### src/shared/analog_ctrl_defs.vh
/*
 analog_ctrl_defs.vh: register offsets, field positions and reset values
 for the analog helper control block. Assumes a byte-address APB map.
*/
`ifndef ANALOG_CTRL_DEFS_VH
`define ANALOG_CTRL_DEFS_VH

`define OFS_AUDIO_CTRL    12'h000
`define OFS_AUDIO_LOW     12'h004
`define OFS_AUDIO_HIGH    12'h008
`define OFS_REF_CTRL      12'h00c
`define OFS_REF_LOW       12'h010
`define OFS_REF_HIGH      12'h014
`define OFS_AMP_ONE       12'h018
`define OFS_AMP_TWO       12'h01c
`define OFS_BANDGAP       12'h020

`define MASK_AUDIO_CTRL   8'he1
`define MASK_AUDIO_LOW    8'hf0
`define MASK_AUDIO_HIGH   8'hff
`define MASK_REF_CTRL     8'h01
`define MASK_REF_LOW      8'hc0
`define MASK_REF_HIGH     8'hff
`define MASK_AMP          8'hff
`define MASK_BANDGAP      8'h13

`define REG_RESET         8'h00

`define VOL_MSB           7
`define VOL_LSB           5
`define EN_BIT            0
`define AMP_MODE_BIT      7
`define AMP_REF_BIT       6
`define AMP_EN_BIT        5
`define TRIM_MSB          4
`define TRIM_LSB          0
`define BG_EN_BIT         4
`define BG_SEL_MSB        1
`define BG_SEL_LSB        0
`define AUDL_MSB          7
`define AUDL_LSB          4
`define REFL_MSB          7
`define REFL_LSB          6

`define SAMPLE_RESET      12'h000
`define REF_DATA_RESET    10'h000
`define VOL_RESET         3'h0
`define SEL_RESET         2'h0
`define TRIM_RESET        5'h00
`define BIT_RESET         1'b0

`define BG_SEL_SUPPLY     2'b10
`define BG_SEL_FLOAT      2'b11

`endif

### src/core/analog_ctrl.v
/*
 analog_ctrl: APB register file driving the audio DAC, reference DAC,
 two op-amps and bandgap of the analog front end.
 Byte offsets: audio control 0x00, audio low 0x04, audio high 0x08,
 reference control 0x0c, reference low 0x10, reference high 0x14,
 amplifier one 0x18, amplifier two 0x1c, bandgap 0x20. Any other
 address answers with pslverr and zero data and drops the write.
 Each register is one byte in pwdata[7:0]; upper bytes are ignored.
 Also holds masked_reg, one byte register, and amp_ctrl, the per
 amplifier output stage, both used only here.
 Assumes an APB master on clk; analog macros sit on the outputs.
*/
`timescale 1ns/1ns
`include "analog_ctrl_defs.vh"

module analog_ctrl (
	input  wire        clk,
	input  wire        rst,
	input  wire        psel,
	input  wire        penable,
	input  wire        pwrite,
	input  wire [11:0] paddr,
	input  wire [31:0] pwdata,
	output reg  [31:0] prdata,
	output reg         pready,
	output reg         pslverr,
	output reg  [11:0] audio_sample,
	output reg  [2:0]  volume_level,
	output reg         audio_conv_enable,
	output reg         audio_out_valid,
	output reg  [9:0]  ref_conv_data,
	output reg         ref_conv_enable,
	output reg  [1:0]  ref_conv_reference,
	output wire        amp_one_mode_sel,
	output wire        amp_one_ref_sel,
	output wire        amp_one_enable,
	output wire [4:0]  amp_one_offset_trim,
	output wire        amp_one_cancel_switch_a,
	output wire        amp_one_cancel_switch_b,
	output wire        amp_one_to_adc_ch4_6,
	output wire        amp_two_mode_sel,
	output wire        amp_two_ref_sel,
	output wire        amp_two_enable,
	output wire [4:0]  amp_two_offset_trim,
	output wire        amp_two_cancel_switch_a,
	output wire        amp_two_cancel_switch_b,
	output wire        amp_two_to_adc_ch7,
	output reg         bandgap_enable,
	output reg  [1:0]  bandgap_out_select
);

	wire [7:0] audio_dac_control;
	wire [7:0] audio_sample_low;
	wire [7:0] audio_sample_high;
	wire [7:0] ref_dac_control;
	wire [7:0] ref_dac_data_low;
	wire [7:0] ref_dac_data_high;
	wire [7:0] amplifier_one_control;
	wire [7:0] amplifier_two_control;
	wire [7:0] bandgap_control;

	reg  [7:0] next_rdata;
	reg        hit;
	wire       setup = psel & ~penable;
	wire       wr_go = psel & penable & pready & pwrite;
	wire [7:0] wbyte = pwdata[7:0];

	// decode once; read data is latched in setup so access completes in one
	always @* begin
		hit = 1'b1;
		next_rdata = 8'h00;
		case (paddr)
		`OFS_AUDIO_CTRL: next_rdata = audio_dac_control;
		`OFS_AUDIO_LOW:  next_rdata = audio_sample_low;
		`OFS_AUDIO_HIGH: next_rdata = audio_sample_high;
		`OFS_REF_CTRL:   next_rdata = ref_dac_control;
		`OFS_REF_LOW:    next_rdata = ref_dac_data_low;
		`OFS_REF_HIGH:   next_rdata = ref_dac_data_high;
		`OFS_AMP_ONE:    next_rdata = amplifier_one_control;
		`OFS_AMP_TWO:    next_rdata = amplifier_two_control;
		`OFS_BANDGAP:    next_rdata = bandgap_control;
		default:         hit = 1'b0;
		endcase
	end

	always @(posedge clk or posedge rst) begin
		if (rst) begin
			prdata  <= 32'h00000000;
			pready  <= 1'b0;
			pslverr <= 1'b0;
		end else begin
			pready <= setup;
			if (setup) begin
				prdata  <= {24'h000000, next_rdata};
				pslverr <= ~hit;
			end else if (pready) begin
				pslverr <= 1'b0;
			end
		end
	end

	// one strobe per register, only at the completing access edge
	wire       ld_audio_ctrl = wr_go & (paddr == `OFS_AUDIO_CTRL);
	wire       ld_audio_low  = wr_go & (paddr == `OFS_AUDIO_LOW);
	wire       ld_audio_high = wr_go & (paddr == `OFS_AUDIO_HIGH);
	wire       ld_ref_ctrl   = wr_go & (paddr == `OFS_REF_CTRL);
	wire       ld_ref_low    = wr_go & (paddr == `OFS_REF_LOW);
	wire       ld_ref_high   = wr_go & (paddr == `OFS_REF_HIGH);
	wire       ld_amp_one    = wr_go & (paddr == `OFS_AMP_ONE);
	wire       ld_amp_two    = wr_go & (paddr == `OFS_AMP_TWO);
	wire       ld_bandgap    = wr_go & (paddr == `OFS_BANDGAP);

	// low bytes carry their bits left-justified
	wire [3:0] audio_low_bits = audio_sample_low[`AUDL_MSB:`AUDL_LSB];
	wire [1:0] ref_low_bits   = ref_dac_data_low[`REFL_MSB:`REFL_LSB];

	// masks keep unimplemented positions at zero whatever is written
	masked_reg #(
		.MASK      (`MASK_AUDIO_CTRL),
		.RESET_VAL (`REG_RESET)
	) audio_ctrl_q (
		.clk  (clk),
		.rst  (rst),
		.load (ld_audio_ctrl),
		.din  (wbyte),
		.q    (audio_dac_control)
	);

	masked_reg #(
		.MASK      (`MASK_AUDIO_LOW),
		.RESET_VAL (`REG_RESET)
	) audio_low_q (
		.clk  (clk),
		.rst  (rst),
		.load (ld_audio_low),
		.din  (wbyte),
		.q    (audio_sample_low)
	);

	masked_reg #(
		.MASK      (`MASK_AUDIO_HIGH),
		.RESET_VAL (`REG_RESET)
	) audio_high_q (
		.clk  (clk),
		.rst  (rst),
		.load (ld_audio_high),
		.din  (wbyte),
		.q    (audio_sample_high)
	);

	masked_reg #(
		.MASK      (`MASK_REF_CTRL),
		.RESET_VAL (`REG_RESET)
	) ref_ctrl_q (
		.clk  (clk),
		.rst  (rst),
		.load (ld_ref_ctrl),
		.din  (wbyte),
		.q    (ref_dac_control)
	);

	masked_reg #(
		.MASK      (`MASK_REF_LOW),
		.RESET_VAL (`REG_RESET)
	) ref_low_q (
		.clk  (clk),
		.rst  (rst),
		.load (ld_ref_low),
		.din  (wbyte),
		.q    (ref_dac_data_low)
	);

	masked_reg #(
		.MASK      (`MASK_REF_HIGH),
		.RESET_VAL (`REG_RESET)
	) ref_high_q (
		.clk  (clk),
		.rst  (rst),
		.load (ld_ref_high),
		.din  (wbyte),
		.q    (ref_dac_data_high)
	);

	masked_reg #(
		.MASK      (`MASK_AMP),
		.RESET_VAL (`REG_RESET)
	) amp_one_q (
		.clk  (clk),
		.rst  (rst),
		.load (ld_amp_one),
		.din  (wbyte),
		.q    (amplifier_one_control)
	);

	masked_reg #(
		.MASK      (`MASK_AMP),
		.RESET_VAL (`REG_RESET)
	) amp_two_q (
		.clk  (clk),
		.rst  (rst),
		.load (ld_amp_two),
		.din  (wbyte),
		.q    (amplifier_two_control)
	);

	masked_reg #(
		.MASK      (`MASK_BANDGAP),
		.RESET_VAL (`REG_RESET)
	) bandgap_q (
		.clk  (clk),
		.rst  (rst),
		.load (ld_bandgap),
		.din  (wbyte),
		.q    (bandgap_control)
	);

	// analog controls lag the register by one cycle so all outputs are flops
	always @(posedge clk or posedge rst) begin
		if (rst) begin
			audio_sample      <= `SAMPLE_RESET;
			volume_level      <= `VOL_RESET;
			audio_conv_enable <= `BIT_RESET;
			audio_out_valid   <= `BIT_RESET;
		end else begin
			// sample is zeroed while off so nothing stale reaches the pin
			if (audio_dac_control[`EN_BIT])
				audio_sample <= {audio_sample_high,
					audio_low_bits};
			else
				audio_sample <= `SAMPLE_RESET;
			volume_level <= audio_dac_control[`VOL_MSB:`VOL_LSB];
			audio_conv_enable <= audio_dac_control[`EN_BIT];
			audio_out_valid <= audio_dac_control[`EN_BIT];
		end
	end

	always @(posedge clk or posedge rst) begin
		if (rst) begin
			ref_conv_data      <= `REF_DATA_RESET;
			ref_conv_enable    <= `BIT_RESET;
			ref_conv_reference <= `SEL_RESET;
		end else begin
			ref_conv_data <= {ref_dac_data_high,
				ref_low_bits};
			ref_conv_enable <= ref_dac_control[`EN_BIT];
			// floating select only matters if the bandgap is running
			ref_conv_reference <=
				bandgap_control[`BG_SEL_MSB:`BG_SEL_LSB];
		end
	end

	always @(posedge clk or posedge rst) begin
		if (rst) begin
			bandgap_enable     <= `BIT_RESET;
			bandgap_out_select <= `SEL_RESET;
		end else begin
			bandgap_enable <= bandgap_control[`BG_EN_BIT];
			bandgap_out_select <=
				bandgap_control[`BG_SEL_MSB:`BG_SEL_LSB];
		end
	end

	// each amplifier has its own output stage; only the register and the feed differ
	amp_ctrl amp_one_i (
		.clk             (clk),
		.rst             (rst),
		.ctrl            (amplifier_one_control),
		.mode_sel        (amp_one_mode_sel),
		.ref_sel         (amp_one_ref_sel),
		.enable          (amp_one_enable),
		.offset_trim     (amp_one_offset_trim),
		.cancel_switch_a (amp_one_cancel_switch_a),
		.cancel_switch_b (amp_one_cancel_switch_b),
		.to_adc          (amp_one_to_adc_ch4_6)
	);

	amp_ctrl amp_two_i (
		.clk             (clk),
		.rst             (rst),
		.ctrl            (amplifier_two_control),
		.mode_sel        (amp_two_mode_sel),
		.ref_sel         (amp_two_ref_sel),
		.enable          (amp_two_enable),
		.offset_trim     (amp_two_offset_trim),
		.cancel_switch_a (amp_two_cancel_switch_a),
		.cancel_switch_b (amp_two_cancel_switch_b),
		.to_adc          (amp_two_to_adc_ch7)
	);

endmodule // analog_ctrl

// one byte of control state; positions outside MASK never leave zero
module masked_reg #(
	parameter             WIDTH     = 8,
	parameter [WIDTH-1:0] MASK      = {WIDTH{1'b1}},
	parameter [WIDTH-1:0] RESET_VAL = {WIDTH{1'b0}}
) (
	input  wire             clk,
	input  wire             rst,
	input  wire             load,
	input  wire [WIDTH-1:0] din,
	output reg  [WIDTH-1:0] q
);

	// masking on load, not on read, so the read mux needs no mask
	always @(posedge clk or posedge rst) begin
		if (rst)
			q <= RESET_VAL;
		else if (load)
			q <= din & MASK;
	end

endmodule // masked_reg

// one amplifier's control fields, each pin driven from its own flop
// so the analog side never sees a decode glitch
module amp_ctrl (
	input  wire       clk,
	input  wire       rst,
	input  wire [7:0] ctrl,
	output reg        mode_sel,
	output reg        ref_sel,
	output reg        enable,
	output reg  [4:0] offset_trim,
	output reg        cancel_switch_a,
	output reg        cancel_switch_b,
	output reg        to_adc
);

	always @(posedge clk or posedge rst) begin
		if (rst) begin
			// switches open in reset and close one edge after release
			mode_sel        <= `BIT_RESET;
			ref_sel         <= `BIT_RESET;
			enable          <= `BIT_RESET;
			offset_trim     <= `TRIM_RESET;
			cancel_switch_a <= `BIT_RESET;
			cancel_switch_b <= `BIT_RESET;
			to_adc          <= `BIT_RESET;
		end else begin
			mode_sel        <= ctrl[`AMP_MODE_BIT];
			ref_sel         <= ctrl[`AMP_REF_BIT];
			enable          <= ctrl[`AMP_EN_BIT];
			offset_trim     <= ctrl[`TRIM_MSB:`TRIM_LSB];
			// mode zero closes both cancellation switches together
			cancel_switch_a <= ~ctrl[`AMP_MODE_BIT];
			cancel_switch_b <= ~ctrl[`AMP_MODE_BIT];
			// a disabled amplifier feeds nothing to the converter
			to_adc          <= ctrl[`AMP_EN_BIT];
		end
	end

endmodule // amp_ctrl

### config.mk
export PLATFORM = sky130hd
export DESIGN_NAME = analog_ctrl
export DESIGN_NICKNAME = d
export VERILOG_FILES = /design/src/core/analog_ctrl.v
export VERILOG_INCLUDE_DIRS = /design/src /design/src/shared
export SDC_FILE = /design/constraint.sdc
export NUM_CORES = 1
export LEC_CHECK = 0
export ABC_AREA = 1
export BUFFER_PORTS_ARGS = -buffer_cell sky130_fd_sc_hd__buf_2
export CAP_MARGIN = 10
export CORE_ASPECT_RATIO = 0.5
export CORE_MARGIN = 10
export CORE_UTILIZATION = 45
export CTS_CLUSTER_SIZE = 10
export DETAILED_ROUTE_END_ITERATION = 8
export PLACE_DENSITY_LB_ADDON = 0.1
export RECOVER_POWER = 100
export SLEW_MARGIN = 20
export SYNTH_ARGS = -nofsm -noshare
export SYNTH_HDL_FRONTEND = slang
export SYNTH_SLANG_ARGS = --single-unit
### constraint.sdc
create_clock -name clk -period 7.7 [get_ports clk]
set_input_delay 0.77 -clock clk [delete_from_list [all_inputs] [get_ports clk]]
set_output_delay 0.77 -clock clk [all_outputs]
set_load 0.01 [all_outputs]
# Word-level counts from Yosys, hierarchy flattened
# Index checks and enable logic that the tools add are counted.
# word_totals
register_bits	104
in_bits	49
output_inout_bits	89
word_cells	62
# op_classes
n_eq_ne	8
muxes	5
bitwise	17
reduce_logical	3
# ops
cell	count
8-bit one-hot mux with 9 select lines	1
12-bit by 5-bit == test with 1-bit output, second input constant	4
12-bit by 4-bit == test with 1-bit output, second input constant	2
1-bit AND	13
12-bit by 3-bit == test with 1-bit output, second input constant	1
12-bit by 6-bit == test with 1-bit output, second input constant	1
12-bit zero test	1
12-bit two-way mux	1
9-bit OR reduction	1
1-bit inverter	4
1-bit two-way mux	3
2-bit nonzero test	1

# Depth between registers and ports, before layout
# Gate-level depths: netlist of the first run.
# depth
word_depth	5
depth_mapped	11
depth_no_buf	11

# Hierarchy
# A second synthesis of the first run with hierarchy kept.
# unflattened
cells_unflattened	578
hier_area_um2	4830.9
# by_module_without_submodules
module	n_inst	cells_per_inst	area_each_um2	seq_area_each_um2
analog_ctrl	1	315	2339.7	1001.0
masked_reg at amp_one_q ...	4	35	309.0	200.2
amp_ctrl	2	13	247.7	225.2
masked_reg at audio_ctrl_q ...	2	23	186.4	100.1
masked_reg at bandgap_q	1	20	157.7	75.1
masked_reg at ref_low_q	1	17	128.9	50.0
masked_reg at ref_ctrl_q	1	14	100.1	25.0

# Worst setup path after synthesis of the first run
# OpenSTA, ideal clock, no wires.
# synth_timing
path_type	in2reg
from	input paddr[11]
to	register ref_high_q.q[0]
setup_time_ns	0.124
arrival_ns	1.635
t_required_ns	7.576
slack_ns	5.941
path_stages	9
path_buffers	1
cell_sequence	nor2_2 -> nand2_4 -> clkinv_4 -> nand2_2 -> nor2_4 -> nand2_4 -> buf_6 -> nand2_1 -> o21ai_2
# synth_between
elab_chain_cells	2
# synth_rtl
item	line_no	source
start: declaration	analog_ctrl.v:22	input wire [11:0] paddr,
12-bit by 5-bit == test with 1-bit output	n/a	
1-bit AND	analog_ctrl.v:108	wire ld_ref_high = wr_go & (paddr == `OFS_REF_HIGH);
end signal: assignment	analog_ctrl.v:310	q <= din & MASK;
end: declaration	analog_ctrl.v:302	output reg [WIDTH-1:0] q
# Every way passes these cells.
# A chain may end at the register's enable or synchronous reset.

# Final worst setup path of the first run
# layout_timing
from	input paddr[11]
to	register ref_high_q.q[2]
# Same word-level chain as after synthesis.

==> flow_summary.json, run 1 <==
{
  "antenna_found_initial": 0,
  "die_w_um": 160,
  "fillerInstances": 974,
  "drive_gt1_frac": 0.107,
  "slew_headroom": -0.455,
  "row_count": 25,
  "path_delay_family": "simple AND/OR/NAND/NOR gates",
  "ctsHoldBuffers": 0,
  "clk_pin_slew_ns": 0.07,
  "synthTopCellsByCount": "nand2_1 (148), dfrtp_1 (104), inv_1 (38), buf_4 (33), nor2_1 (23)",
  "min_period_ns": 2.48,
  "synth-adder-area-share": 0,
  "synthArstFlopShare": 1.00,
  "worst_pin_slew_ns": 2.17,
  "core-area_um2": 9540,
  "slew_violations": 51,
  "cts_buffers": 9,
  "final-hold-violation-count": 0,
  "syn_area_um2": 4440,
  "yosysSeqAreaShare": 0.586,
  "ant_nets": 0,
  "synthFlopType": "dfrtp_1",
  "critPathMaxStageDelay_ns": 0.50,
  "hold_class": "reg -> reg",
  "dp.cells": 670,
  "ys_ff_latch": 104,
  "yosysUniqueCellTypes": 27,
  "clock_sinks": 104,
  "drc": 0,
  "hpwl_um": 7510,
  "initial_core_util": 0.465,
  "synth_compound_area_frac": 0.0719,
  "worst-path-buf-inv": 2,
  "synthCells": 461,
  "crit_start": "paddr[11]",
  "maxCapViolations": 1,
  "yosysTopAreaCell": "dfrtp_1",
  "wl_per_cell_um": 14.6,
  "wirelength_um": 10000,
  "synth_edf_count": 0,
  "via_per_inst": 4.56,
  "path_max_fanout": 16,
  "path_cells": "buf_2 -> nor2_2 -> nand2_1 -> clkinvlp_2 -> nand2_1 -> nor2_1 -> nand2_1 -> o21ai_0",
  "vdd_drop_max_mv": 0.0967,
  "violations": "max-capacitance violations, max-slew violations",
  "endpoint_kind": "flop",
  "grt_use_total": 0.141,
  "cts_setup_buffers": 0,
  "cts_max_level": 3,
  "grt_pass1_vias": 3158,
  "path_class": "in -> reg",
  "crit_top_cell": "nand2_1",
  "intPower_mw": 0.872,
  "cp-start-kind": "input port",
  "max_freq_mhz": 404,
  "portBuffers": 89,
  "grt_pass1_wl_um": 16400,
  "synth_top_family_by_area": "simple AND/OR/NAND/NOR gates",
  "postSynthAreaPerCell_um2": 9.63,
  "p_sw_frac": 0.203,
  "rsz0062_at_grt": "false",
  "fin_cells": 686,
  "setup_violations": 0,
  "cts_tree": "done",
  "fin_skew_ns": 0.00861,
  "synth_top_area_share": 0.586,
  "arrival_ns": 2.73,
  "yosysWarnings": 0,
  "power_density_nw_per_um2": 221,
  "hp-start": "ref_ctrl_q.q[0]",
  "leakagePower_nw": 2.58,
  "worst_path_max_delay_cell": "nand2_1",
  "fp.dieH_um": 90.2,
  "power_switching_mw": 0.222,
  "place.gp.congestion": 0.836,
  "synth_xor_area_frac": 0,
  "io-pin-count": 138,
  "cts-root-buf": "clkbuf_16",
  "num_vias": 3127,
  "synth-simple-area-share": 0.232,
  "die_area_um2": 14500,
  "grt_overflow": 0,
  "n_antenna_cell": 0,
  "cts_buffer_depth": 2,
  "first_pass_iters": 4,
  "finalPower_mw": 1.09,
  "drtIter0Drc": 209,
  "status": "finished with violations",
  "tns_ns": 0,
  "p_comb_frac": 0.037,
  "cp.required_ns": 7.95,
  "synth_area_leaders": "dfrtp_1 (59%), nand2_1 (13%), buf_4 (5.6%)",
  "synth.most_common_cell": "nand2_1",
  "reg2reg_from": "pready",
  "grt_max_degree": 56,
  "period_share": 0.321,
  "muxShareOfSynthArea": 0.00225,
  "clk_latency_ns": 0.35,
  "clkPwrFrac": 0.462,
  "layout.nets": 595,
  "area_growth_pct": 11.4,
  "p_seq_frac": 0.501,
  "ctsResizeCount": 0
}
-- path summary, 6_finish.rpt --
path / to / slack (ns) / depth (start not counted)
worst max-delay path: ref_high_q.q[2] / 5.22 / 8
worst min-delay path: ref_conv_enable / 0.37 / 0
worst max register to register: amp_two_q.q[4] / 6.18 / 4
worst min register to register: ref_conv_enable / 0.37 / 0
max in group asynchronous: audio_low_q.q[5] / 5.23 / 3
min in group asynchronous: amp_two_i.mode_sel / 0.97 / 2
-- power groups by stage --
stage,registers (mW),logic [mW],clock network (mW)
floorplan,0.559,0.0368,0
global placement,0.558,0.0445,0
detailed placement,0.558,0.0450,0
CTS,0.548,0.0451,0.516
global route,0.547,0.0471,0.546
finish,0.548,0.0409,0.505
-- per-stage QoR --
stage / hold WS (ns) / worst slack, ns / cell area [um^2] / util
global route: 0.391 / 4.77 / 4940 / 0.518
detailed placement: 0.362 / 5.50 / 4850 / 0.508
finish: 0.375 / 5.22 / 4940 / 0.518
CTS: 0.377 / 5.87 / 5180 / 0.543
floorplan: 0.354 / 4.20 / 4530 / -
global placement: 0.362 / 5.51 / 4850 / 0.508
-- sequential cells by signal (all words and copies together) (netlist names), 3 cells and up --
name / flops
prdata: 8
amp_two_i.offset_trim: 5
audio_sample: 12
audio_high_q.q: 8
amp_one_i.offset_trim: 5
amp_two_q.q: 8
volume_level: 3
ref_conv_data: 10
amp_one_q.q: 8
bandgap_q.q: 3
audio_ctrl_q.q: 4
audio_low_q.q: 4
ref_high_q.q: 8
-- cell type report --
class | instances | area [um^2] | share of cell area
inverter | 42 | 161 | 0.0326
multi-input combinational | 298 | 1300 | 0.263
sequential | 104 | 2600 | 0.526
clock inverter | 6 | 108 | 0.0218
tap | 135 | 169 | 0.0342
timing repair buffer | 91 | 374 | 0.0757
clock buffer | 10 | 229 | 0.0463
-- per-layer routing --
metal / share of wire / vias up / global-route usage / wire length, um
met5: 0 / - / 0 / 0
met4: 0.015 / 0 / 0.0494 / 147
met3: 0.077 / 14 / 0.0496 / 772
met2: 0.44 / 98 / 0.213 / 4390
met1: 0.47 / 1459 / 0.183 / 4700
li1: - / 1556 / - / -
-- placed cells by master (no fill, tap or decap), types with 5 or more instances in the layout --
| cell | n |
|---|---|
| buf_2 | 23 |
| nor2_2 | 5 |
| nand3_1 | 23 |
| o21ai_0 | 37 |
| o21ai_1 | 5 |
| nor2_1 | 30 |
| inv_1 | 37 |
| clkbuf_16 | 9 |
| o21ai_2 | 6 |
| dfrtp_1 | 104 |
| nand2_1 | 155 |
| clkbuf_1 | 68 |
| conb_1 | 24 |
-- cells by family (layout without fill, tap and decap cells) --
group                  after synthesis  in the layout
flip-flops                         104            104
multiplexers                         1              1
buffers and inverters               82            149
other                                1             24
AO/OA/AOI/OAI                       48             48
AND/OR/NAND/NOR                    225            225
No activity file was read; power rests on OpenSTA's default activity.
==> run 2: changes to the inputs <==
- ABC_AREA: 1 -> 0
- clock period: 7.7 -> 2.1 ns (I/O delays scaled with it)
==> flow_summary.json, run 2 <==
{
  "worst_pin_slew_ns": 0.955,
  "place.gp.congestion": 0.814,
  "synth_top_family_by_area": "multiplexers",
  "cts_tree": "done",
  "io-pin-count": 138,
  "path_max_fanout": 4,
  "cp.required_ns": 2.34,
  "grt_use_total": 0.148,
  "yosysSeqAreaShare": 0.617,
  "arrival_ns": 2.09,
  "fin_skew_ns": 0.00936,
  "synth-simple-area-share": 0.0869,
  "fp.dieH_um": 88.4,
  "drc": 0,
  "path_class": "reg -> reg",
  "power_density_nw_per_um2": 774,
  "cp-start-kind": "flop",
  "via_per_inst": 5.04,
  "tns_ns": 0,
  "final_common_cell": "dfrtp_1",
  "reg_top3": "audio_sample: 12 flops, ref_conv_data: 10 flops",
  "hpwl_um": 7440,
  "die_w_um": 157,
  "max_freq_mhz": 540,
  "synthTopCellsByCount": "dfrtp_1 (104), mux2_2 (42), buf_4 (31), mux2i_1 (13), and2_1 (12)",
  "muxShareOfSynthArea": 0.175,
  "cts_max_level": 3,
  "whs_ns": 0.141,
  "synth-adder-area-share": 0,
  "cts_buffers": 9,
  "first_pass_iters": 4,
  "synth_compound_area_frac": 0.0415,
  "row_count": 24,
  "place_ws_ns": 0.126,
  "ys_ff_latch": 104,
  "largest-register": "audio_sample",
  "yosysTopAreaCell": "dfrtp_1",
  "clk_latency_ns": 0.35,
  "area_growth_pct": 16.0,
  "maxCapViolations": 0,
  "slew_headroom": 0.360,
  "cts-root-buf": "clkbuf_16",
  "synth_edf_count": 0,
  "fin_ws_ns": 0.248,
  "synthFlopType": "dfrtp_1",
  "status": "completed",
  "slew_violations": 0,
  "die_area_um2": 13900,
  "postSynthAreaPerCell_um2": 14.3,
  "finalPower_mw": 3.79,
  "num_vias": 2606,
  "synthCells": 295,
  "antenna_found_initial": 1,
  "drtIter0Drc": 138,
  "synth.most_common_cell": "dfrtp_1",
  "clk_pin_slew_ns": 0.07,
  "clock_sinks": 104,
  "grt_overflow": 0,
  "vdd_drop_max_mv": 0.456,
  "leakagePower_nw": 2.40,
  "synthArstFlopShare": 1.00,
  "ant_nets": 0,
  "setup_violations": 0,
  "portBuffers": 89,
  "final-hold-violation-count": 0,
  "mostFrequentLayoutCells": "dfrtp_1 (104), clkbuf_1 (69), mux2_2 (42), conb_1 (24), buf_2 (23)",
  "grt_pass1_wl_um": 15400,
  "syn_area_um2": 4220,
  "wl_per_cell_um": 19.4,
  "cts_buffer_depth": 2,
  "min_period_ns": 1.85,
  "largest_register_ffs": 12,
  "synth_top_area_share": 0.617,
  "rsz0062_at_grt": "false",
  "endpoint_kind": "flop",
  "grt_pass1_vias": 2751,
  "yosysWarnings": 0,
  "grt_max_degree": 42,
  "core-area_um2": 8920,
  "synth_xor_area_frac": 0,
  "layout.nets": 443,
  "initial_core_util": 0.473,
  "period_share": 0.882,
  "yosysUniqueCellTypes": 41,
  "wirelength_um": 10100,
  "drive_gt1_frac": 0.261,
  "hold_class": "in -> reg",
  "synth_area_leaders": "dfrtp_1 (62%), mux2_2 (11%), buf_4 (5.5%)"
}
## run 2: what timing repair did
| action | 4_1_cts | 5_1_grt |
|---|---|---|
| setup buffers | 0 | 0 |
| hold endpoints to repair | 18 | 0 |
| resized for setup | 0 | 0 |
| hold buffers | 1 | 0 |
## run 2: kinds of logic (layout without fill, tap and decap cells)
kind of cell	count (synthesis)	after routing
AOI/OAI and AO/OA	25	25
buffers and inverters	47	128
DFF	104	104
muxes	63	63
other	1	25
and+or+nand+nor	55	55
## run 2: path summary, 6_finish.rpt
path / cells past startpoint / startpoint / end / slack (ns)
max: 4 / pready / audio_ctrl_q.q[6] / 0.25
min: 2 / pwdata[2] / amp_one_q.q[2] / 0.14
max reg2reg: 4 / pready / audio_ctrl_q.q[6] / 0.25
min reg2reg: 0 / ref_high_q.q[5] / ref_conv_data[7] / 0.40
max in group asynchronous: 4 / rst / ref_high_q.q[5] / 0.44
min in group asynchronous: 3 / rst / audio_ctrl_q.q[7] / 0.57
## run 2: power by group
part	internal (mW)	total, mW	switching, mW
registers	2.01	2.01	0.00205
clock network	0.828	1.60	0.773
logic	0.0481	0.178	0.130
## run 2: cell type report
| class | count | area, um^2 |
|---|---|---|
| fillers | 831 | 4030 |
| clock buffers | 9 | 225 |
| inverters | 6 | 23.8 |
| diodes | 1 | 2.50 |
| clock inverters | 7 | 66.3 |
| flip-flops and latches | 104 | 2600 |
| repair buffers | 106 | 502 |
| well taps | 117 | 146 |
| multi-input cells | 167 | 1320 |
## run 2: layer usage
metal / wire, um / track usage / vias to the layer above / share of wire
met3: 738 / 0.0547 / 11 / 0.073
met5: 0 / 0 / - / 0
met1: 4930 / 0.199 / 1329 / 0.49
met2: 4240 / 0.214 / 93 / 0.42
li1: - / - / 1173 / -
met4: 142 / 0.0553 / 0 / 0.014
## run 2: metrics by stage
step | std cells | area [um^2] | util
floorplan | 318 | 4310 | -
global placement | 499 | 4750 | 0.532
detailed placement | 499 | 4750 | 0.532
CTS | 516 | 5050 | 0.566
global route | 516 | 4890 | 0.548
finish | 517 | 4890 | 0.548
## run 2: worst max-delay path, cell delays in order (launching register included)
cell and delay [ns]:
dfrtp_1 0.36, and4_1 0.27, nand4_1 0.20, or3_1 0.54, mux2_1 0.37
==> run 3: changes to the inputs <==
- CORE_MARGIN: 10 -> 5
- CTS_CLUSTER_DIAMETER: not set -> 60
- SYNTH_HIERARCHICAL: not set -> 1
==> flow_summary.json, run 3 <==
{
  "path_delay_family": "simple AND/OR/NAND/NOR gates",
  "yosysTopAreaCell": "dfrtp_1",
  "synth_top_area_share": 0.546,
  "status": "completed",
  "grt_overflow": 0,
  "core-area_um2": 10300,
  "grt_pass1_wl_um": 17600,
  "synthArstFlopShare": 1.00,
  "max_freq_mhz": 540,
  "finalPower_mw": 3.94,
  "antenna_found_initial": 0,
  "ant_nets": 0,
  "fin_skew_ns": 0.00624,
  "utilization": 0.514,
  "muxShareOfSynthArea": 0.180,
  "die_area_um2": 12900,
  "intPower_mw": 3.02,
  "leakagePower_nw": 2.63,
  "grt_use_total": 0.178,
  "worst-path-buf-inv": 2,
  "wirelength_um": 11200,
  "path_class": "in -> reg",
  "reg_top3": "audio_sample: 12 flops, ref_conv_data: 10 flops",
  "synth_top_family_by_area": "multiplexers",
  "cts_max_level": 3,
  "dpl_cell_area_um2": 5150,
  "setup_violations": 0,
  "drc": 0,
  "clock_sinks": 104,
  "mostFrequentLayoutCells": "dfrtp_1 (104), clkbuf_1 (69), conb_1 (50), mux2_1 (26), buf_2 (23)",
  "min_period_ns": 1.85,
  "hold_class": "in -> reg",
  "synth_xor_area_frac": 0,
  "place.gp.congestion": 0.937,
  "power_switching_mw": 0.929,
  "p_seq_frac": 0.509,
  "path_cells": "buf_2 -> nor4_1 -> nand2_1 -> or2_1 -> nor3_1 -> buf_4 -> mux2_1",
  "cp-start-kind": "input port",
  "drtIter0Drc": 194,
  "cp.required_ns": 2.33,
  "design_area_um2": 5290,
  "layout.nets": 510,
  "die_w_um": 156,
  "cts_buffer_depth": 2,
  "wl_per_cell_um": 18.5,
  "yosysWarnings": 6,
  "slew_headroom": 0.326,
  "yosysUniqueCellTypes": 45,
  "num_vias": 2924,
  "final-hold-violation-count": 0,
  "synth_area_leaders": "dfrtp_1 (55%), mux2_4 (10%), buf_4 (9.1%)",
  "synth-simple-area-share": 0.0784,
  "vdd_drop_max_mv": 0.323,
  "slew_violations": 0,
  "rsz0062_at_grt": "false",
  "grt_max_degree": 24,
  "fp.dieH_um": 82.8,
  "postSynthAreaPerCell_um2": 12.9,
  "hpwl_um": 8580,
  "clkPwrFrac": 0.434,
  "clk_latency_ns": 0.35,
  "synthCells": 370,
  "final_common_cell": "dfrtp_1",
  "largest_register_ffs": 12,
  "synthTopCellsByCount": "dfrtp_1 (104), buf_4 (58), mux2_4 (33), inv_1 (16), mux2_2 (16)",
  "portBuffers": 89,
  "grt_pass1_vias": 3125,
  "tns_ns": 0,
  "n_antenna_cell": 0,
  "area_growth_pct": 10.8,
  "synth-adder-area-share": 0,
  "cts-root-buf": "clkbuf_16",
  "r2r_slack_ns": 0.31,
  "p_sw_frac": 0.236,
  "ys_ff_latch": 104,
  "cts_tree": "done",
  "maxCapViolations": 0,
  "row_count": 26,
  "initial_core_util": 0.464,
  "yosysSeqAreaShare": 0.546,
  "period_share": 0.882,
  "syn_area_um2": 4770,
  "io-pin-count": 138,
  "worst_pin_slew_ns": 1.01,
  "synth.most_common_cell": "dfrtp_1",
  "first_pass_iters": 4,
  "power_density_nw_per_um2": 746,
  "cts_buffers": 9,
  "via_per_inst": 4.83,
  "largest-register": "audio_sample",
  "critPathMaxStageDelay_ns": 0.38,
  "endpoint_kind": "flop",
  "synth_edf_count": 0,
  "synth_compound_area_frac": 0.0661,
  "p_comb_frac": 0.058,
  "synthFlopType": "dfrtp_1",
  "clk_pin_slew_ns": 0.07,
  "path_max_fanout": 8,
  "worst_path_max_delay_cell": "nor4_1",
  "arrival_ns": 2.08,
  "drive_gt1_frac": 0.187
}
run 3: final cells by class:
cell class	count	area, um^2
Inverter	17	63.8
Fill cell	976	4990
Sequential cell	104	2600
Clock inverter	7	83.8
Multi-Input combinational cell	222	1650
Clock buffer	9	225
Tap cell	140	175
Timing Repair Buffer	107	487
run 3: worst paths after layout:
path	from	to	cells past startpoint
setup reg to reg	pready	audio_high_q/q[1]	5
hold / removal	pwdata[3]	amp_one_q/q[3]	2
max in group asynchronous	rst	ref_conv_data[5]	4
min in group asynchronous	rst	ref_ctrl_q/q[0]	3
setup / recovery	paddr[9]	audio_high_q/q[1]	7
hold reg to reg	ref_high_q/q[1]	ref_conv_data[3]	0
run 3: power by group through the flow:
| stage | clock network (mW) | registers (mW) | logic [mW] |
|---|---|---|---|
| floorplan | 0 | 2.05 | 0.199 |
| global placement | 0 | 2.05 | 0.227 |
| detailed placement | 0 | 2.05 | 0.231 |
| CTS | 1.75 | 2.01 | 0.233 |
| global route | 1.83 | 2.01 | 0.255 |
| finish | 1.71 | 2.01 | 0.227 |
run 3: through the flow:
| step | worst slack [ns] | hold slack [ns] | cells |
|---|---|---|---|
| 2_1_floorplan | 0.256 | -0.0613 | 414 |
| 3_3_place_gp | -0.0281 | 0.197 | 589 |
| 3_5_place_dp | -0.0548 | 0.198 | 589 |
| 4_1_cts | 0.269 | 0.216 | 606 |
| 5_1_grt | 0.0417 | 0.212 | 606 |
| 6_report | 0.249 | 0.221 | 606 |
run 3: layer usage:
layer,up-vias,track usage,part of all wire
met4,0,0.0445,0.010
met5,-,0,0
met2,119,0.268,0.44
met1,1452,0.258,0.47
li1,1344,-,-
met3,9,0.0467,0.074
run 3: logic make-up (layout without fill, tap and decap cells):
| kind of cell | count (synthesis) | after routing |
|---|---|---|
| compound gates | 44 | 44 |
| buf+inv | 88 | 140 |
| flops | 104 | 104 |
| mux | 62 | 62 |
| other cells | 6 | 50 |
| simple gates | 66 | 66 |
run 3: repair_timing:
item / 4_1_cts / 5_1_grt
buffers inserted: 0 / 0
hold buffers: 1 / 0
resized for setup: 0 / 0
endpoints found under the hold margin: 64 / 0
setup endpoints to repair: 0 / 0
